### src/verilog/readout_pkg.sv
// Purpose: Shared constants and types of the frame readout sequencer
// Assumes: 32-bit AXI4-Lite register bus, 12-bit row and column counters
// Notes:   Counts are in rows or pixel ticks, the request filter count in aclk cycles, not in time units
// ============================================================
// Package
package readout_pkg;
  // ==========================================================
  // Register map
  localparam int ADDR_W = 8;
  localparam logic [7:0] ADDR_CTRL = 8'h00;
  localparam logic [7:0] ADDR_READ_MODE = 8'h04;
  localparam logic [7:0] ADDR_FRAME_LINES = 8'h08;
  localparam logic [7:0] ADDR_LINE_LEN = 8'h0C;
  localparam logic [7:0] ADDR_WINDOW = 8'h10;
  localparam logic [7:0] ADDR_INTEG = 8'h14;
  localparam logic [7:0] ADDR_STATUS = 8'h18;
  // ==========================================================
  // Field positions
  localparam int CTRL_VIDEO_BIT = 0;
  localparam int CTRL_RESTART_BIT = 1;
  localparam int CTRL_STREAM_BIT = 2;
  localparam int MIRROR_COL_BIT = 14;
  localparam int MIRROR_ROW_BIT = 15;
  localparam int WIN_ROWS_LSB = 0;
  localparam int WIN_COLS_LSB = 16;
  localparam int CNT_W = 12;
  // ==========================================================
  // Reset values
  localparam logic [1:0] CTRL_RST = 2'h1;
  localparam logic [11:0] FRAME_LINES_RST = 12'h020;
  localparam logic [11:0] LINE_LEN_RST = 12'h010;
  localparam logic [11:0] ROWS_RST = 12'h008;
  localparam logic [11:0] COLS_RST = 12'h008;
  localparam logic [11:0] INTEG_RST = 12'h004;
  // ==========================================================
  // Timing counts
  localparam logic [1:0] TRIG_HIGH_CYCLES = 2'h3;
  // ==========================================================
  // Bus answers
  localparam logic [1:0] RESP_OKAY = 2'h0;
  localparam logic [1:0] RESP_SLVERR = 2'h2;
  // ==========================================================
  // Sequencer states, Gray along wait-integ-active-blank
  typedef enum logic [1:0] {
    ST_WAIT = 2'h0,
    ST_INTEG = 2'h1,
    ST_ACTIVE = 2'h3,
    ST_BLANK = 2'h2
  } seq_state_t;
endpackage

### src/verilog/frame_readout_sequencer.sv
// Purpose: Rolling-shutter readout sequencer with AXI4-Lite registers
// Assumes: pixel_output_clock and capture_request are asynchronous to aclk
// Notes:   One pixel is produced per sampled rising edge of the pixel clock, only within the window columns of active rows
//
// Register access over AXI4-Lite and the placing of the registers were chosen for this implementation.
`timescale 1ns/1ps
// Contract
// Column mirror reverses column order, keeping the starting Bayer color.
// Host retriggers column correction and enables resampling when mirroring columns.
// Row mirror reverses row order, one-pixel array shift keeps the Bayer color.
// Timing-affecting write in video mode restarts shutter at next frame start.
// Bubble length equals integration rows times the newly written row period.
// Integration time writes take effect two frames after they were written.
// Frame-synchronized fields apply on the frame following the write.
// Single mode writes between frame end and trigger apply to the next frame.
// Unsynchronized fields update as soon as the write completes.
// Restart aborts the frame, applies pending writes, starts a new frame.
// Restart waits for the row in progress to finish.
// Each frame resets rows first, then samples and returns them to reset. Video frames without a bubble skip the reset pass (ST_BLANK to ST_ACTIVE).
// Single mode keeps reading frames while the request is high, else waits.
// Request sampled only while frame inactive, needs three consecutive high cycles.
// Strobe output is high during integration in both modes.
// Host holds request high, or until stream is set, for synchronized streaming.
// Sensors on a shared request stay aligned within one or two pixel clocks.
// Frame-active flag high from first to last output row, low in blanking.
module frame_readout_sequencer import readout_pkg::*; (
  // Clock and reset
  input wire logic aclk,
  input wire logic aresetn,
  // AXI4-Lite write address
  input wire logic [ADDR_W-1:0] s_axi_awaddr,
  input wire logic s_axi_awvalid,
  output logic s_axi_awready,
  // AXI4-Lite write data
  input wire logic [31:0] s_axi_wdata,
  input wire logic [3:0] s_axi_wstrb,
  input wire logic s_axi_wvalid,
  output logic s_axi_wready,
  // AXI4-Lite write response
  output logic [1:0] s_axi_bresp,
  output logic s_axi_bvalid,
  input wire logic s_axi_bready,
  // AXI4-Lite read
  input wire logic [ADDR_W-1:0] s_axi_araddr,
  input wire logic s_axi_arvalid,
  output logic s_axi_arready,
  output logic [31:0] s_axi_rdata,
  output logic [1:0] s_axi_rresp,
  output logic s_axi_rvalid,
  input wire logic s_axi_rready,
  // Sensor pins
  input wire logic pixel_output_clock,
  input wire logic capture_request,
  output logic frame_active_flag,
  output logic strobe_out,
  // Pixel stream
  output logic [11:0] pixel_data,
  output logic pixel_valid,
  input wire logic pixel_ready
);
  // ==========================================================
  // Register bus
  logic aw_held_reg, w_held_reg;
  logic [ADDR_W-1:0] aw_addr_reg;
  logic [31:0] w_data_reg;
  logic [3:0] w_strb_reg;
  logic wr_fire;
  logic [31:0] wmask;
  logic [1:0] ctrl_reg;
  logic mirror_col_reg, mirror_row_reg;
  logic [CNT_W-1:0] frame_lines_reg, line_len_reg, rows_reg, cols_reg, integ_reg;
  logic restart_pend_reg, bubble_pend_reg;
  logic [31:0] rd_word;
  logic rd_ok;

  assign s_axi_awready = !aw_held_reg && !s_axi_bvalid;
  assign s_axi_wready = !w_held_reg && !s_axi_bvalid;
  assign s_axi_arready = !s_axi_rvalid;
  assign wr_fire = aw_held_reg && w_held_reg && !s_axi_bvalid;
  assign wmask = {{8{w_strb_reg[3]}}, {8{w_strb_reg[2]}}, {8{w_strb_reg[1]}}, {8{w_strb_reg[0]}}};

  function automatic logic [CNT_W-1:0] merge(input logic [CNT_W-1:0] old, input logic [CNT_W-1:0] nw,
                                             input logic [CNT_W-1:0] m);
    merge = (old & ~m) | (nw & m);
  endfunction

  always_ff @(posedge aclk) begin
    if (!aresetn) begin
      aw_held_reg <= 1'b0;
      w_held_reg <= 1'b0;
      aw_addr_reg <= '0;
      w_data_reg <= '0;
      w_strb_reg <= '0;
      s_axi_bvalid <= 1'b0;
      s_axi_bresp <= RESP_OKAY;
    end else begin
      if (s_axi_awvalid && s_axi_awready) begin
        aw_held_reg <= 1'b1;
        aw_addr_reg <= s_axi_awaddr;
      end
      if (s_axi_wvalid && s_axi_wready) begin
        w_held_reg <= 1'b1;
        w_data_reg <= s_axi_wdata;
        w_strb_reg <= s_axi_wstrb;
      end
      if (wr_fire) begin
        aw_held_reg <= 1'b0;
        w_held_reg <= 1'b0;
        s_axi_bvalid <= 1'b1;
        s_axi_bresp <= (aw_addr_reg[7:2] <= ADDR_INTEG[7:2]) ? RESP_OKAY : RESP_SLVERR;
      end else if (s_axi_bready) begin
        s_axi_bvalid <= 1'b0;
      end
    end
  end

  // Register storage; fields take their new value the cycle the write completes
  always_ff @(posedge aclk) begin
    if (!aresetn) begin
      ctrl_reg <= CTRL_RST;
      mirror_col_reg <= 1'b0;
      mirror_row_reg <= 1'b0;
      frame_lines_reg <= FRAME_LINES_RST;
      line_len_reg <= LINE_LEN_RST;
      rows_reg <= ROWS_RST;
      cols_reg <= COLS_RST;
      integ_reg <= INTEG_RST;
    end else if (wr_fire) begin
      unique case (aw_addr_reg)
        ADDR_CTRL: begin
          if (wmask[CTRL_STREAM_BIT]) ctrl_reg[1] <= w_data_reg[CTRL_STREAM_BIT];
          if (wmask[CTRL_VIDEO_BIT]) ctrl_reg[0] <= w_data_reg[CTRL_VIDEO_BIT];
        end
        ADDR_READ_MODE: begin
          if (wmask[MIRROR_COL_BIT]) mirror_col_reg <= w_data_reg[MIRROR_COL_BIT];
          if (wmask[MIRROR_ROW_BIT]) mirror_row_reg <= w_data_reg[MIRROR_ROW_BIT];
        end
        ADDR_FRAME_LINES: frame_lines_reg <= merge(frame_lines_reg, w_data_reg[CNT_W-1:0], wmask[CNT_W-1:0]);
        ADDR_LINE_LEN: line_len_reg <= merge(line_len_reg, w_data_reg[CNT_W-1:0], wmask[CNT_W-1:0]);
        ADDR_WINDOW: begin
          rows_reg <= merge(rows_reg, w_data_reg[WIN_ROWS_LSB +: CNT_W], wmask[WIN_ROWS_LSB +: CNT_W]);
          cols_reg <= merge(cols_reg, w_data_reg[WIN_COLS_LSB +: CNT_W], wmask[WIN_COLS_LSB +: CNT_W]);
        end
        ADDR_INTEG: integ_reg <= merge(integ_reg, w_data_reg[CNT_W-1:0], wmask[CNT_W-1:0]);
        default: ;
      endcase
    end
  end

  // ==========================================================
  // Input synchronisers
  logic pclk_s1, pclk_s2, pclk_s3;
  logic trig_s1, trig_s2;
  logic [1:0] trig_cnt_reg;
  logic trig_ok;

  always_ff @(posedge aclk) begin
    if (!aresetn) begin
      pclk_s1 <= 1'b0;
      pclk_s2 <= 1'b0;
      pclk_s3 <= 1'b0;
      trig_s1 <= 1'b0;
      trig_s2 <= 1'b0;
    end else begin
      pclk_s1 <= pixel_output_clock;
      pclk_s2 <= pclk_s1;
      pclk_s3 <= pclk_s2;
      trig_s1 <= capture_request;
      trig_s2 <= trig_s1;
    end
  end

  // ==========================================================
  // Sequencer
  seq_state_t st_reg;
  logic [CNT_W-1:0] row_cnt_reg, col_cnt_reg;
  logic mirror_col_l, mirror_row_l;
  logic [CNT_W-1:0] flines_l, llen_l, rows_l, cols_l, integ_stage, integ_live;
  logic tick_pend_reg, adv, row_end, in_ready, in_valid;
  logic frame_end, blank_end, integ_end, restart_now, single_start, video_start;
  logic full_apply, sync_apply;
  logic [CNT_W-1:0] col_addr, row_addr;
  logic timing_write;

  // Consecutive high count only while the frame is inactive
  always_ff @(posedge aclk) begin
    if (!aresetn) begin
      trig_cnt_reg <= 2'h0;
    end else if (!trig_s2 || frame_active_flag) begin
      trig_cnt_reg <= 2'h0;
    end else if (trig_cnt_reg != TRIG_HIGH_CYCLES - 2'h1) begin
      trig_cnt_reg <= trig_cnt_reg + 2'h1;
    end
  end
  assign trig_ok = trig_s2 && !frame_active_flag && (trig_cnt_reg == TRIG_HIGH_CYCLES - 2'h1);

  // A stall holds the tick; ticks seen while idle are dropped so start latency is fixed
  always_ff @(posedge aclk) begin
    if (!aresetn) begin
      tick_pend_reg <= 1'b0;
    end else if (pclk_s2 && !pclk_s3 && st_reg != ST_WAIT) begin
      tick_pend_reg <= 1'b1;
    end else if (adv || st_reg == ST_WAIT) begin
      tick_pend_reg <= 1'b0;
    end
  end

  assign adv = tick_pend_reg && in_ready && (st_reg != ST_WAIT);
  assign row_end = adv && (col_cnt_reg >= llen_l - 12'h001);
  assign frame_end = row_end && (st_reg == ST_ACTIVE) && (row_cnt_reg >= rows_l - 12'h001);
  assign blank_end = row_end && (st_reg == ST_BLANK) && (row_cnt_reg >= flines_l - rows_l - 12'h001);
  assign integ_end = row_end && (st_reg == ST_INTEG) && (row_cnt_reg >= integ_live - 12'h001);
  assign restart_now = restart_pend_reg && (row_end || st_reg == ST_WAIT);
  assign video_start = (st_reg == ST_WAIT) && ctrl_reg[1] && ctrl_reg[0];
  // Fixed latency from request to integration keeps shared-request sensors aligned
  assign single_start = (st_reg == ST_WAIT) && ctrl_reg[1] && !ctrl_reg[0] && trig_ok;
  assign full_apply = restart_now || single_start || video_start;
  assign sync_apply = frame_end && !restart_now;
  assign timing_write = wr_fire && (aw_addr_reg == ADDR_READ_MODE || aw_addr_reg == ADDR_FRAME_LINES ||
                                    aw_addr_reg == ADDR_LINE_LEN || aw_addr_reg == ADDR_WINDOW);

  always_ff @(posedge aclk) begin
    if (!aresetn) begin
      restart_pend_reg <= 1'b0;
    end else if (wr_fire && aw_addr_reg == ADDR_CTRL && w_strb_reg[0] && w_data_reg[CTRL_RESTART_BIT]) begin
      restart_pend_reg <= 1'b1;
    end else if (restart_now) begin
      restart_pend_reg <= 1'b0;
    end
  end

  // Any timing write in video mode, even of an unchanged value, forces a bubble
  always_ff @(posedge aclk) begin
    if (!aresetn) begin
      bubble_pend_reg <= 1'b0;
    end else if (timing_write && ctrl_reg[0]) begin
      bubble_pend_reg <= 1'b1;
    end else if (full_apply || (blank_end && ctrl_reg[0])) begin
      bubble_pend_reg <= 1'b0;
    end
  end

  // Live copies of frame-synchronized fields
  always_ff @(posedge aclk) begin
    if (!aresetn) begin
      mirror_col_l <= 1'b0;
      mirror_row_l <= 1'b0;
      flines_l <= FRAME_LINES_RST;
      llen_l <= LINE_LEN_RST;
      rows_l <= ROWS_RST;
      cols_l <= COLS_RST;
      integ_stage <= INTEG_RST;
      integ_live <= INTEG_RST;
    end else if (full_apply || sync_apply) begin
      mirror_col_l <= mirror_col_reg;
      mirror_row_l <= mirror_row_reg;
      flines_l <= frame_lines_reg;
      llen_l <= line_len_reg;
      rows_l <= rows_reg;
      cols_l <= cols_reg;
      if (full_apply) begin
        integ_stage <= integ_reg;
        integ_live <= integ_reg;
      end else begin
        integ_stage <= integ_reg;
        integ_live <= integ_stage;
      end
    end
  end

  // Reset pass (integ) then sampling pass (active)
  always_ff @(posedge aclk) begin
    if (!aresetn) begin
      st_reg <= ST_WAIT;
    end else if (restart_now && ctrl_reg[1]) begin
      st_reg <= ST_INTEG;
    end else if (!ctrl_reg[1]) begin
      st_reg <= ST_WAIT;
    end else begin
      unique case (st_reg)
        ST_WAIT: if (video_start || single_start) st_reg <= ST_INTEG;
        ST_INTEG: if (integ_end) st_reg <= ST_ACTIVE;
        ST_ACTIVE: if (frame_end) st_reg <= ST_BLANK;
        ST_BLANK: begin
          if (blank_end) begin
            if (!ctrl_reg[0]) st_reg <= ST_WAIT;
            else if (bubble_pend_reg) st_reg <= ST_INTEG;
            else st_reg <= ST_ACTIVE;
          end
        end
      endcase
    end
  end

  always_ff @(posedge aclk) begin
    if (!aresetn) begin
      row_cnt_reg <= '0;
      col_cnt_reg <= '0;
    end else if (restart_now || st_reg == ST_WAIT) begin
      row_cnt_reg <= '0;
      col_cnt_reg <= '0;
    end else if (row_end) begin
      col_cnt_reg <= '0;
      row_cnt_reg <= (frame_end || blank_end || integ_end) ? '0 : row_cnt_reg + 12'h001;
    end else if (adv) begin
      col_cnt_reg <= col_cnt_reg + 12'h001;
    end
  end

  assign frame_active_flag = (st_reg == ST_ACTIVE);
  assign strobe_out = (st_reg == ST_INTEG) || (st_reg == ST_ACTIVE);
  // Pair swap on the reversed order keeps the first color of each row
  assign col_addr = mirror_col_l ? ((cols_l - 12'h001 - col_cnt_reg) ^ 12'h001) : col_cnt_reg;
  // Reversed rows shifted by one to keep the starting color
  assign row_addr = mirror_row_l ? (rows_l - row_cnt_reg) : row_cnt_reg;
  assign in_valid = adv && frame_active_flag && (col_cnt_reg < cols_l);

  // ==========================================================
  // Two-entry output buffer
  logic [11:0] buf_mem [2];
  logic wr_ptr_reg, rd_ptr_reg;
  logic [1:0] buf_cnt_reg;
  logic push, pop;

  assign in_ready = (buf_cnt_reg != 2'h2);
  assign push = in_valid && in_ready;
  assign pop = pixel_valid && pixel_ready;
  assign pixel_valid = (buf_cnt_reg != 2'h0);
  assign pixel_data = buf_mem[rd_ptr_reg];

  always_ff @(posedge aclk) begin
    if (!aresetn) begin
      wr_ptr_reg <= 1'b0;
      rd_ptr_reg <= 1'b0;
      buf_cnt_reg <= 2'h0;
      buf_mem[0] <= 12'h000;
      buf_mem[1] <= 12'h000;
    end else begin
      if (push) begin
        buf_mem[wr_ptr_reg] <= {row_addr[5:0], col_addr[5:0]};
        wr_ptr_reg <= !wr_ptr_reg;
      end
      if (pop) rd_ptr_reg <= !rd_ptr_reg;
      buf_cnt_reg <= buf_cnt_reg + {1'b0, push} - {1'b0, pop};
    end
  end

  // ==========================================================
  // Register read
  always_comb begin
    rd_word = 32'h0000_0000;
    rd_ok = 1'b1;
    unique case (s_axi_araddr)
      ADDR_CTRL: rd_word = {29'h0, ctrl_reg[1], 1'b0, ctrl_reg[0]};
      ADDR_READ_MODE: rd_word = {16'h0, mirror_row_reg, mirror_col_reg, 14'h0};
      ADDR_FRAME_LINES: rd_word = {20'h0, frame_lines_reg};
      ADDR_LINE_LEN: rd_word = {20'h0, line_len_reg};
      ADDR_WINDOW: rd_word = {4'h0, cols_reg, 4'h0, rows_reg};
      ADDR_INTEG: rd_word = {20'h0, integ_reg};
      ADDR_STATUS: rd_word = {4'h0, row_cnt_reg, 10'h0, restart_pend_reg, bubble_pend_reg,
                              st_reg, strobe_out, frame_active_flag};
      default: rd_ok = 1'b0;
    endcase
  end

  always_ff @(posedge aclk) begin
    if (!aresetn) begin
      s_axi_rvalid <= 1'b0;
      s_axi_rdata <= 32'h0000_0000;
      s_axi_rresp <= RESP_OKAY;
    end else if (s_axi_arvalid && s_axi_arready) begin
      s_axi_rvalid <= 1'b1;
      s_axi_rdata <= rd_word;
      s_axi_rresp <= rd_ok ? RESP_OKAY : RESP_SLVERR;
    end else if (s_axi_rready) begin
      s_axi_rvalid <= 1'b0;
    end
  end
endmodule

### config.mk
export PLATFORM = sky130hd
export DESIGN_NAME = frame_readout_sequencer
export DESIGN_NICKNAME = d
export VERILOG_FILES = /design/src/verilog/readout_pkg.sv /design/src/verilog/frame_readout_sequencer.sv
export SDC_FILE = /design/constraint.sdc
export NUM_CORES = 1
export LEC_CHECK = 0
export ABC_AREA = 1
export BUFFER_PORTS_ARGS = -buffer_cell sky130_fd_sc_hd__buf_2
export CORE_UTILIZATION = 55
export CTS_CLUSTER_DIAMETER = 200
export DETAILED_ROUTE_END_ITERATION = 10
export PLACE_DENSITY_LB_ADDON = 0.12
export RECOVER_POWER = 50
export SLEW_MARGIN = 20
export SYNTH_ARGS = -nofsm -noshare
export SYNTH_HDL_FRONTEND = slang
export SYNTH_SLANG_ARGS = --single-unit
### constraint.sdc
create_clock -name aclk -period 5.4 [get_ports aclk]
set_input_delay 1.08 -clock aclk [delete_from_list [all_inputs] [get_ports aclk]]
set_output_delay 1.08 -clock aclk [all_outputs]
set_load 0.03 [all_outputs]
Yosys cells after proc, flatten, opt, wreduce, memory -nomap -nowiden
Memories as Yosys holds them, arrays and structs flattened. A register that Yosys moved wholly into a read port is not among the register bits.
Cells that the tools add are included.
{"block": "classes", "n_reduce_logical": 88, "n_addsub": 13, "mux": 36, "bitwise_logic": 17, "n_lt_le_gt_ge": 6, "n_eq_ne": 25}
{"cell": "$pmux W28 S7", "count": 1}
{"cell": "$and A12 B12 Y12", "count": 7}
{"cell": "$or A12 B12 Y12", "count": 5}
{"cell": "$ge A12 B12 Y1", "count": 4}
{"cell": "$sub A12 B1 Y12 const B", "count": 4}
{"cell": "$eq A8 B5 Y1 const B", "count": 5}
{"cell": "$logic_and A1 B1 Y1", "count": 37}
{"cell": "$mux W12", "count": 3}
{"cell": "$eq A8 B4 Y1 const B", "count": 4}
{"cell": "$add A12 B1 Y12 const B", "count": 2}
{"cell": "$not A12 Y12", "count": 2}
{"cell": "$mux W1", "count": 21}
{"cell": "$eq A8 B3 Y1 const B", "count": 2}
{"cell": "$logic_not A8 Y1", "count": 2}
{"cell": "$mux W2", "count": 8}
{"cell": "$logic_or A1 B1 Y1", "count": 15}
{"cell": "$reduce_bool A2 Y1", "count": 7}
{"cell": "$lt A12 B12 Y1", "count": 1}
{"cell": "$mux W6", "count": 2}
{"cell": "$reduce_or A12 Y1", "count": 1}
{"cell": "$sub A12 B12 Y12", "count": 1}
{"cell": "$sub A6 B6 Y6", "count": 2}
{"cell": "$logic_not A1 Y1", "count": 11}
{"cell": "$ne A2 B2 Y1 const B", "count": 4}
{"cell": "other kinds (19)", "count": 34}
{"block": "word_totals", "ramBits": 24, "output_inout_bits": 56, "regBits": 258, "input_bits": 62, "memories": 1}
{"memory": "buf_mem", "depth": 2, "width": 12, "rd": 1, "rd_clocked_by_memory_dff": 1, "wr": 2, "line_no": "frame_readout_sequencer.sv:320", "text": "logic [11:0] buf_mem [2];"}

Longest topological paths before layout
Gate-level depths: netlist (run 1).
{"block": "logic_depth", "depth_word": 11, "ltp_mapped": 26, "ltp_nobuf": 24}

Least setup slack after synthesis (run 1)
No wires, ideal clock.
{"block": "synth_timing", "path_kind": "reg-to-reg", "startpoint": "reg llen_l[2]", "endpoint": "reg flines_l[10]", "setup_slack_ns": 2.172, "stages_incl_launch_ff": 23, "arrival_time_ns": 3.114, "n_path_buf": 2, "cell_sequence": "dfxtp_1 > nor2_1 > nand2_1 > or3_1 > nor3_1 > nand2_1 > nor3_1 > xor2_1 > inv_1 > ha_1 > a21o_1 > nor2_1 > nand2_1 > nor2_2 > nor2_4 > nand3_2 > clkinv_2 > nor2_8 > inv_4 > buf_6 > buf_6 > nor2_1 > nor2_1"}
{"block": "synth_via", "elab_chain_len": 8}
{"element": "start, declared", "line_no": "frame_readout_sequencer.sv:178", "text": "logic [CNT_W-1:0] flines_l, llen_l, rows_l, cols_l, integ_stage, integ_live;"}
{"element": "start signal, assigned", "line_no": "frame_readout_sequencer.sv:258", "text": "llen_l <= line_len_reg;"}
{"element": "$sub A12 B1 Y12 *", "line_no": "frame_readout_sequencer.sv:209", "text": "assign row_end = adv && (col_cnt_reg >= llen_l - 12'h001);"}
{"element": "$ge A12 B12 Y1 *", "line_no": "frame_readout_sequencer.sv:209"}
{"element": "$logic_and A1 B1 Y1 *", "line_no": "frame_readout_sequencer.sv:209"}
{"element": "$logic_or A1 B1 Y1", "line_no": "frame_readout_sequencer.sv:213", "text": "assign restart_now = restart_pend_reg && (row_end || st_reg == ST_WAIT);"}
{"element": "$logic_and A1 B1 Y1", "line_no": "frame_readout_sequencer.sv:213"}
{"element": "$logic_or A1 B1 Y1 / $logic_not A1 Y1 (equally long branches)", "line_no": "frame_readout_sequencer.sv:217, frame_readout_sequencer.sv:218"}
{"element": "$logic_or A1 B1 Y1 / $logic_and A1 B1 Y1 (equally long branches)", "line_no": "frame_readout_sequencer.sv:217, frame_readout_sequencer.sv:218"}
{"element": "$logic_or A1 B1 Y1 *", "line_no": "frame_readout_sequencer.sv:254", "text": "end else if (full_apply || sync_apply) begin"}
{"element": "end signal, assigned", "line_no": "frame_readout_sequencer.sv:257", "text": "flines_l <= frame_lines_reg;"}
{"element": "end, declared", "line_no": "frame_readout_sequencer.sv:178"}
Mark *: on every way between the ends. The rest lies on a longest branch, timed or not.
A chain may end at the register's enable or synchronous reset.

Final worst setup path (run 1)
{"block": "layout_timing", "startpoint": "reg llen_l[2]", "endpoint": "reg rows_l[4]"}
{"block": "layout_via", "elab_chain_len": 8}
{"element": "$sub A12 B1 Y12 *", "line_no": "frame_readout_sequencer.sv:209"}
{"element": "$ge A12 B12 Y1 *", "line_no": "frame_readout_sequencer.sv:209"}
{"element": "$logic_and A1 B1 Y1 *", "line_no": "frame_readout_sequencer.sv:209"}
{"element": "$logic_or A1 B1 Y1", "line_no": "frame_readout_sequencer.sv:213"}
{"element": "$logic_and A1 B1 Y1", "line_no": "frame_readout_sequencer.sv:213"}
{"element": "$logic_or A1 B1 Y1 / $logic_not A1 Y1 (equally long branches)", "line_no": "frame_readout_sequencer.sv:217, frame_readout_sequencer.sv:218"}
{"element": "$logic_or A1 B1 Y1 / $logic_and A1 B1 Y1 (equally long branches)", "line_no": "frame_readout_sequencer.sv:217, frame_readout_sequencer.sv:218"}
{"element": "$logic_or A1 B1 Y1 *", "line_no": "frame_readout_sequencer.sv:254"}
{"element": "end signal, assigned", "line_no": "frame_readout_sequencer.sv:259", "text": "rows_l <= rows_reg;"}
{"element": "end, declared", "line_no": "frame_readout_sequencer.sv:178"}
Marked as above.

==> impl_metrics.yaml, run 1 <==
clock_tree:
  cts.sinks: 273
  clockBufferDepth: 3
  cts_tree: "built"
  ctsHoldBuffers: 0
  postCtsSetupBuffers: 0
  cts_resized: 0
  cts-root-buf: "clkbuf_16"
  cts_made_buffers: 28
  htree_levels: 1
  clk_pin_slew_ps: 60
  clkLatencyLatePin_ps: 550
status:
  failed_checks: "max-capacitance violations, max-slew violations"
  status: "finished, violations left"
global_routing:
  grt_pass1_vias: 11500
  grt_pass1_wl_um: 59800
  antenna_found_initial: 2
  grt_overflow: 0
  grt_start_max_net_pins: 100
  grt_usage_pct: 29.3
power_and_ir_drop:
  powerDensity_mw_per_mm2: 294
  p_leak_uw: 0.00638
  ir_worst_vdd_mv: 0.207
die:
  die_area_mm2: 0.0257
  die_y_um: 160
  start_util_pct: 56.3
  core-area_mm2: 0.0245
  die_width_um: 160
  placementRows: 57
  ios: 118
hold_path:
  hp-class: "flip-flop to flip-flop"
cells_and_area:
  area_growth_pct: 11.4
  final_util_pct: 62.7
  final_area_mm2: 0.0153
  drive_above_1_share_pct: 7.89
  nets: 2059
routing:
  avgViaCountPerCell: 5.36
  wl_met1_um: 17300
  routed_wl_um: 37400
  dr.first_iter.drc_count: 980
  num_vias: 12100
  drc: 0
  drtAntennaViolNets: 0
  highest_layer: "met5"
  drt-wirelength-per-cell_um: 16.6
  wl_met3_um: 2010
  route.met2.wl_um: 16900
  first_pass_iters: 5
timing:
  whs_ps: 421
  setup_slack_ps: 1120
  finalHoldViolations: 0
  maxSlewViolCount: 39
  fin_skew_ps: 15.6
  tns_ps: 0
  rsz0062_at_grt: "no"
  setup_viol: 0
  timing.final.crit_share_pct: 79.3
  tightest_slew_ps: 2110
  fmaxAchievable_ghz: 0.234
  period_needed_ps: 4280
  slew_headroom_pct: -40.8
place:
  dpl_worst_slack_ps: 1240
  placement.cell_area_mm2: 0.0144
  globalplace.congestion: 0.901
  dpl.hpwl_um: 28200
  io_buffers: 103
synth:
  ys_seq_area_share_pct: 41.4
  ys_types: 51
  synth_area_mm2: 0.0138
  yosys_warnings: 0
  synth-seq-cells: 273
  syn_inst: 1833
  synth_area_per_cell_um2: 7.51
critical_path:
  critPathMaxFanout: 28
  required_ps: 5870
  critPathLaunchType: "flip-flop"
  crit_type: "flip-flop to flip-flop"
  worstPathArrival_ps: 4750
  cp-end-kind: "flip-flop"
  rrSetupSlack_ps: 1120
flow_run:
  maxCapViolCount: 1
==> where the power goes <==
part | switching [uW] | leakage [uW] | internal, uW | total, uW
registers | 38.8 | 0.00227 | 2090 | 2130
logic | 216 | 0.00362 | 97.0 | 313
clock network | 830 | 0.000490 | 1240 | 2070
total | 1080 | 0.00638 | 3430 | 4520
==> through the flow <==
step	total power (uW)	std cells
finish	4520	2252
detailed placement	2490	2199
CTS	4530	2251
global placement	2480	2199
global route	4660	2251
floorplan	2390	1840
==> layout by cell type (no fill, tap or decap), types with 4 or more instances in the layout <==
master	Yosys	routed
nor2_1	298	298
nand2_1	284	284
dfxtp_1	249	249
inv_1	203	203
a21oi_1	179	179
o21ai_0	161	161
ha_1	89	89
buf_2	12	67
nand3_1	45	45
xor2_1	39	39
clkbuf_1	42	39
o21ai_1	34	34
clkbuf_16	0	28
edfxtp_1	24	24
nor3_1	21	22
o22ai_1	19	19
xnor2_1	16	16
mux2_2	12	12
nand4_1	12	12
conb_1	1	8
o211ai_1	7	7
clkbuf_8	0	7
a211oi_1	6	6
o2111ai_1	6	6
o31ai_1	5	5
clkinv_2	1	5
buf_4	8	5
or3_1	4	4
o21bai_1	4	4
bufinv_16	0	4
==> synth_stat cells (all sizes together) <==
master	count	area, um^2
a211oi	6	45.0
a21boi	1	7.51
a21o	3	22.5
a21oi	179	896
a31oi	3	18.8
and2	1	6.26
buf	32	218
clkbuf	42	158
clkinv	4	16.3
conb	1	3.75
dfxtp	249	4980
edfxtp	24	721
fa	3	60.1
ha	89	1110
inv	206	781
mux2	12	135
nand2	288	1110
nand3	47	253
nand4	12	75.1
nor2	302	1160
nor3	24	135
nor3b	2	15.0
o2111a	1	11.3
o2111ai	6	52.6
o211ai	7	52.6
o21a	2	15.0
o21ai	195	976
o21bai	4	30.0
o22ai	19	119
o311ai	1	8.76
o31ai	5	37.5
o32ai	1	8.76
or2	3	18.8
or3	4	25.0
xnor2	16	140
xor2	39	342
==> path summary, 6_finish.rpt <==
path	cells after the start	endpoint	from
max	20	rows_l[4]	llen_l[2]
min	2	pclk_s2	pclk_s1
max reg2reg	20	rows_l[4]	llen_l[2]
min reg2reg	2	pclk_s2	pclk_s1
==> cell type report <==
cell class / instances / area (um^2)
clock inverter: 15 / 205
fill: 2296 / 9120
tap: 324 / 405
clock buffer: 37 / 805
antenna: 1 / 2.50
timing repair buffer: 109 / 512
multi-input combinational: 1283 / 6910
inverter: 210 / 797
sequential: 273 / 5710
==> critical path: stages, from the launching register on <==
cell,delay [ps]
dfxtp_1,340
nor2_1,90
nand2_1,80
or3_1,350
nor3_1,280
nand2_1,150
nor3_1,190
xor2_1,170
inv_1,60
ha_1,290
a21o_1,190
nor2_1,160
nand2_1,90
nor2_2,220
nor2_4,90
nand3_2,90
clkinv_2,230
nor2_8,400
buf_4,340
o21ai_0,200
nor2_1,170
==> kinds of logic after synthesis <==
| logic type | after synthesis | synth area share, % |
|---|---|---|
| muxes | 12 | 0.981 |
| xor gates and xnor gates | 55 | 3.50 |
| buffers and inverters | 284 | 8.51 |
| other | 1 | 0.0272 |
| AOI/OAI and AO/OA | 433 | 16.7 |
| adders and majority gates | 92 | 8.52 |
| DFF | 273 | 41.4 |
| and+or+nand+nor | 683 | 20.3 |
==> per-layer routing <==
metal  vias to the layer above  GRT usage, %
met1                      5495          40.0
met5                         -             0
met3                        68          3.30
met4                         2          10.6
met2                       361          48.0
li1                       6138             -
Power figures use the tool's default switching activity.
==> run 2: changes to the inputs <==
- CORE_UTILIZATION: 55 -> 54
- clock period: 5.4 -> 3.55 ns (I/O delays scaled with it)
==> impl_metrics.yaml, run 2 (synthesized netlist as in run 1, its figures left out) <==
clock_tree:
  clk_pin_slew_ps: 60
  htree_levels: 1
  cts_tree: "built"
  clockBufferDepth: 3
  cts_made_buffers: 28
  clkLatencyLatePin_ps: 540
  ctsHoldBuffers: 0
  cts-root-buf: "clkbuf_16"
  cts.sinks: 273
global_routing:
  antenna_found_initial: 0
  grt_usage_pct: 28.5
  grt_pass1_wl_um: 59100
  grt_overflow: 0
  grt_pass1_vias: 11400
  grt_start_max_net_pins: 182
critical_path:
  rr_startpoint: "llen_l[2]"
  crit_family: "simple AND/OR/NAND/NOR gates"
  rrSetupSlack_ps: 70
  startpoint: "llen_l[2]"
  cpPeakStageDelay_ps: 360
  cp.depth: 21
  cp_num_buf_inv: 4
  critPathLaunchType: "flip-flop"
  cp_slowest_cell: "or3_4"
  cp-end-kind: "flip-flop"
  crit_type: "flip-flop to flip-flop"
  worstPathArrival_ps: 3960
  path_cells: "nor2_2 > nand2_1 > or3_4 > nor3_4 > nand2_2 > nor3_2 > xor2_1 > inv_1 > ha_4 > a21o_1 > nor2_4 > nand2_2 > nor2_4 > nor2_4 > nand3_2 > inv_4 > nor2_8 > clkbuf_16 > o21ai_1 > buf_4 > nor2_1"
  r2r_end: "cols_l[11]"
  critPathMaxFanout: 8
  r2r_cells: 21
  required_ps: 4020
  crit_path_end: "cols_l[11]"
  crit_top_cell: "nor2_4"
place:
  placement.cell_area_mm2: 0.0148
  globalplace.congestion: 0.926
  dpl_worst_slack_ps: -89.4
  io_buffers: 103
  dpl.hpwl_um: 28500
flow_run:
  maxCapViolCount: 0
cells_and_area:
  area_growth_pct: 17.2
  final_area_mm2: 0.0161
  final_cell_mix: "290 x nor2_1, 278 x nand2_1, 246 x dfxtp_1, 199 x inv_1, 176 x a21oi_1"
  fillCellCount: 2254
  num_antenna_cells: 0
  final_util_pct: 64.3
  nets: 2121
  ff_latch_area_mm2: 0.00571
  drive_above_1_share_pct: 14.5
  layout_commonest_cell: "nor2_1"
  multi_input_area_mm2: 0.00712
power_and_ir_drop:
  powerDensity_mw_per_mm2: 417
  p_leak_uw: 0.00691
  ir_worst_vdd_mv: 0.366
timing:
  slew_headroom_pct: 37.8
  timing.final.crit_share_pct: 98.2
  setup_slack_ps: 65.6
  tightest_slew_ps: 930
  whs_ps: 360
  period_needed_ps: 3480
  tns_ps: 0
  rsz0062_at_grt: "yes"
  maxSlewViolCount: 0
  fmaxAchievable_ghz: 0.287
  setup_viol: 0
  finalHoldViolations: 0
  fin_skew_ps: 11.5
routing:
  drtAntennaViolNets: 0
  avgViaCountPerCell: 5.37
  drt-wirelength-per-cell_um: 16.5
  drc: 0
  num_vias: 12400
  routed_wl_um: 38100
  first_pass_iters: 5
  dr.first_iter.drc_count: 942
die:
  core-area_mm2: 0.0251
  die_width_um: 162
  ios: 118
  die_area_mm2: 0.0261
  placementRows: 58
  start_util_pct: 54.8
  die_y_um: 162
status:
  status: "finished clean"
hold_path:
  hp-start: "pixel_output_clock"
  hp-class: "input pin to flip-flop"
==> run 2: worst register-to-register path, stage by stage, from the launching register on <==
cell and delay [ps]:
dfxtp_2 340, nor2_2 110, nand2_1 80, or3_4 360, nor3_4 230, nand2_2 90
nor3_2 180, xor2_1 160, inv_1 80, ha_4 230, a21o_1 210, nor2_4 130
nand2_2 90, nor2_4 120, nor2_4 50, nand3_2 100, inv_4 60, nor2_8 240
clkbuf_16 220, o21ai_1 60, buf_4 190, nor2_1 80
==> run 2: worst min-delay path by stage <==
stage	slack [ps]	endpoint	depth (start not counted)
floorplan	390	pclk_s2	2
detailed placement	400	trig_s2	2
CTS	340	pclk_s1	3
finish	360	pclk_s1	3
global placement	390	trig_s2	2
global route	360	pclk_s1	3
==> run 2: power by group <==
| part | leakage [uW] | switching [uW] | internal (uW) |
|---|---|---|---|
| Combinational | 0.00419 | 334 | 166 |
| Sequential | 0.00227 | 56.4 | 3180 |
| Clock | 0.000454 | 1190 | 1800 |
| Total | 0.00691 | 1580 | 5140 |
==> run 2: cell type report <==
cell class	count	area share, %
Clock buffer	39	5.04
Multi-Input combinational cell	1283	44.1
Inverter	210	5.00
Clock inverter	7	0.698
Timing Repair Buffer	171	7.21
Tap cell	330	2.56
Sequential cell	273	35.4
==> run 2: through the flow <==
| stage | total power (uW) | std cells |
|---|---|---|
| 6_report | 6720 | 2313 |
| 5_1_grt | 6950 | 2313 |
| 4_1_cts | 6750 | 2304 |
| 3_5_place_dp | 3790 | 2258 |
| 3_3_place_gp | 3780 | 2258 |
| 2_1_floorplan | 3640 | 1840 |
==> run 2: repair_timing <==
item / in CTS / in global routing
gates cloned: 0 / 3
endpoints found under the setup margin: 65 / 89
pin swaps: 0 / 19
endpoints found under the hold margin: 0 / 0
setup buffers: 0 / 6
resized for setup: 7 / 64
==> run 2: layer usage <==
metal / share of wire (%) / track usage (%) / routed length, um
met1: 46 / 39.0 / 17600
met2: 45 / 46.2 / 17000
met3: 5.7 / 3.29 / 2160
met4: 3.3 / 10.9 / 1270
met5: 0 / 0 / 0
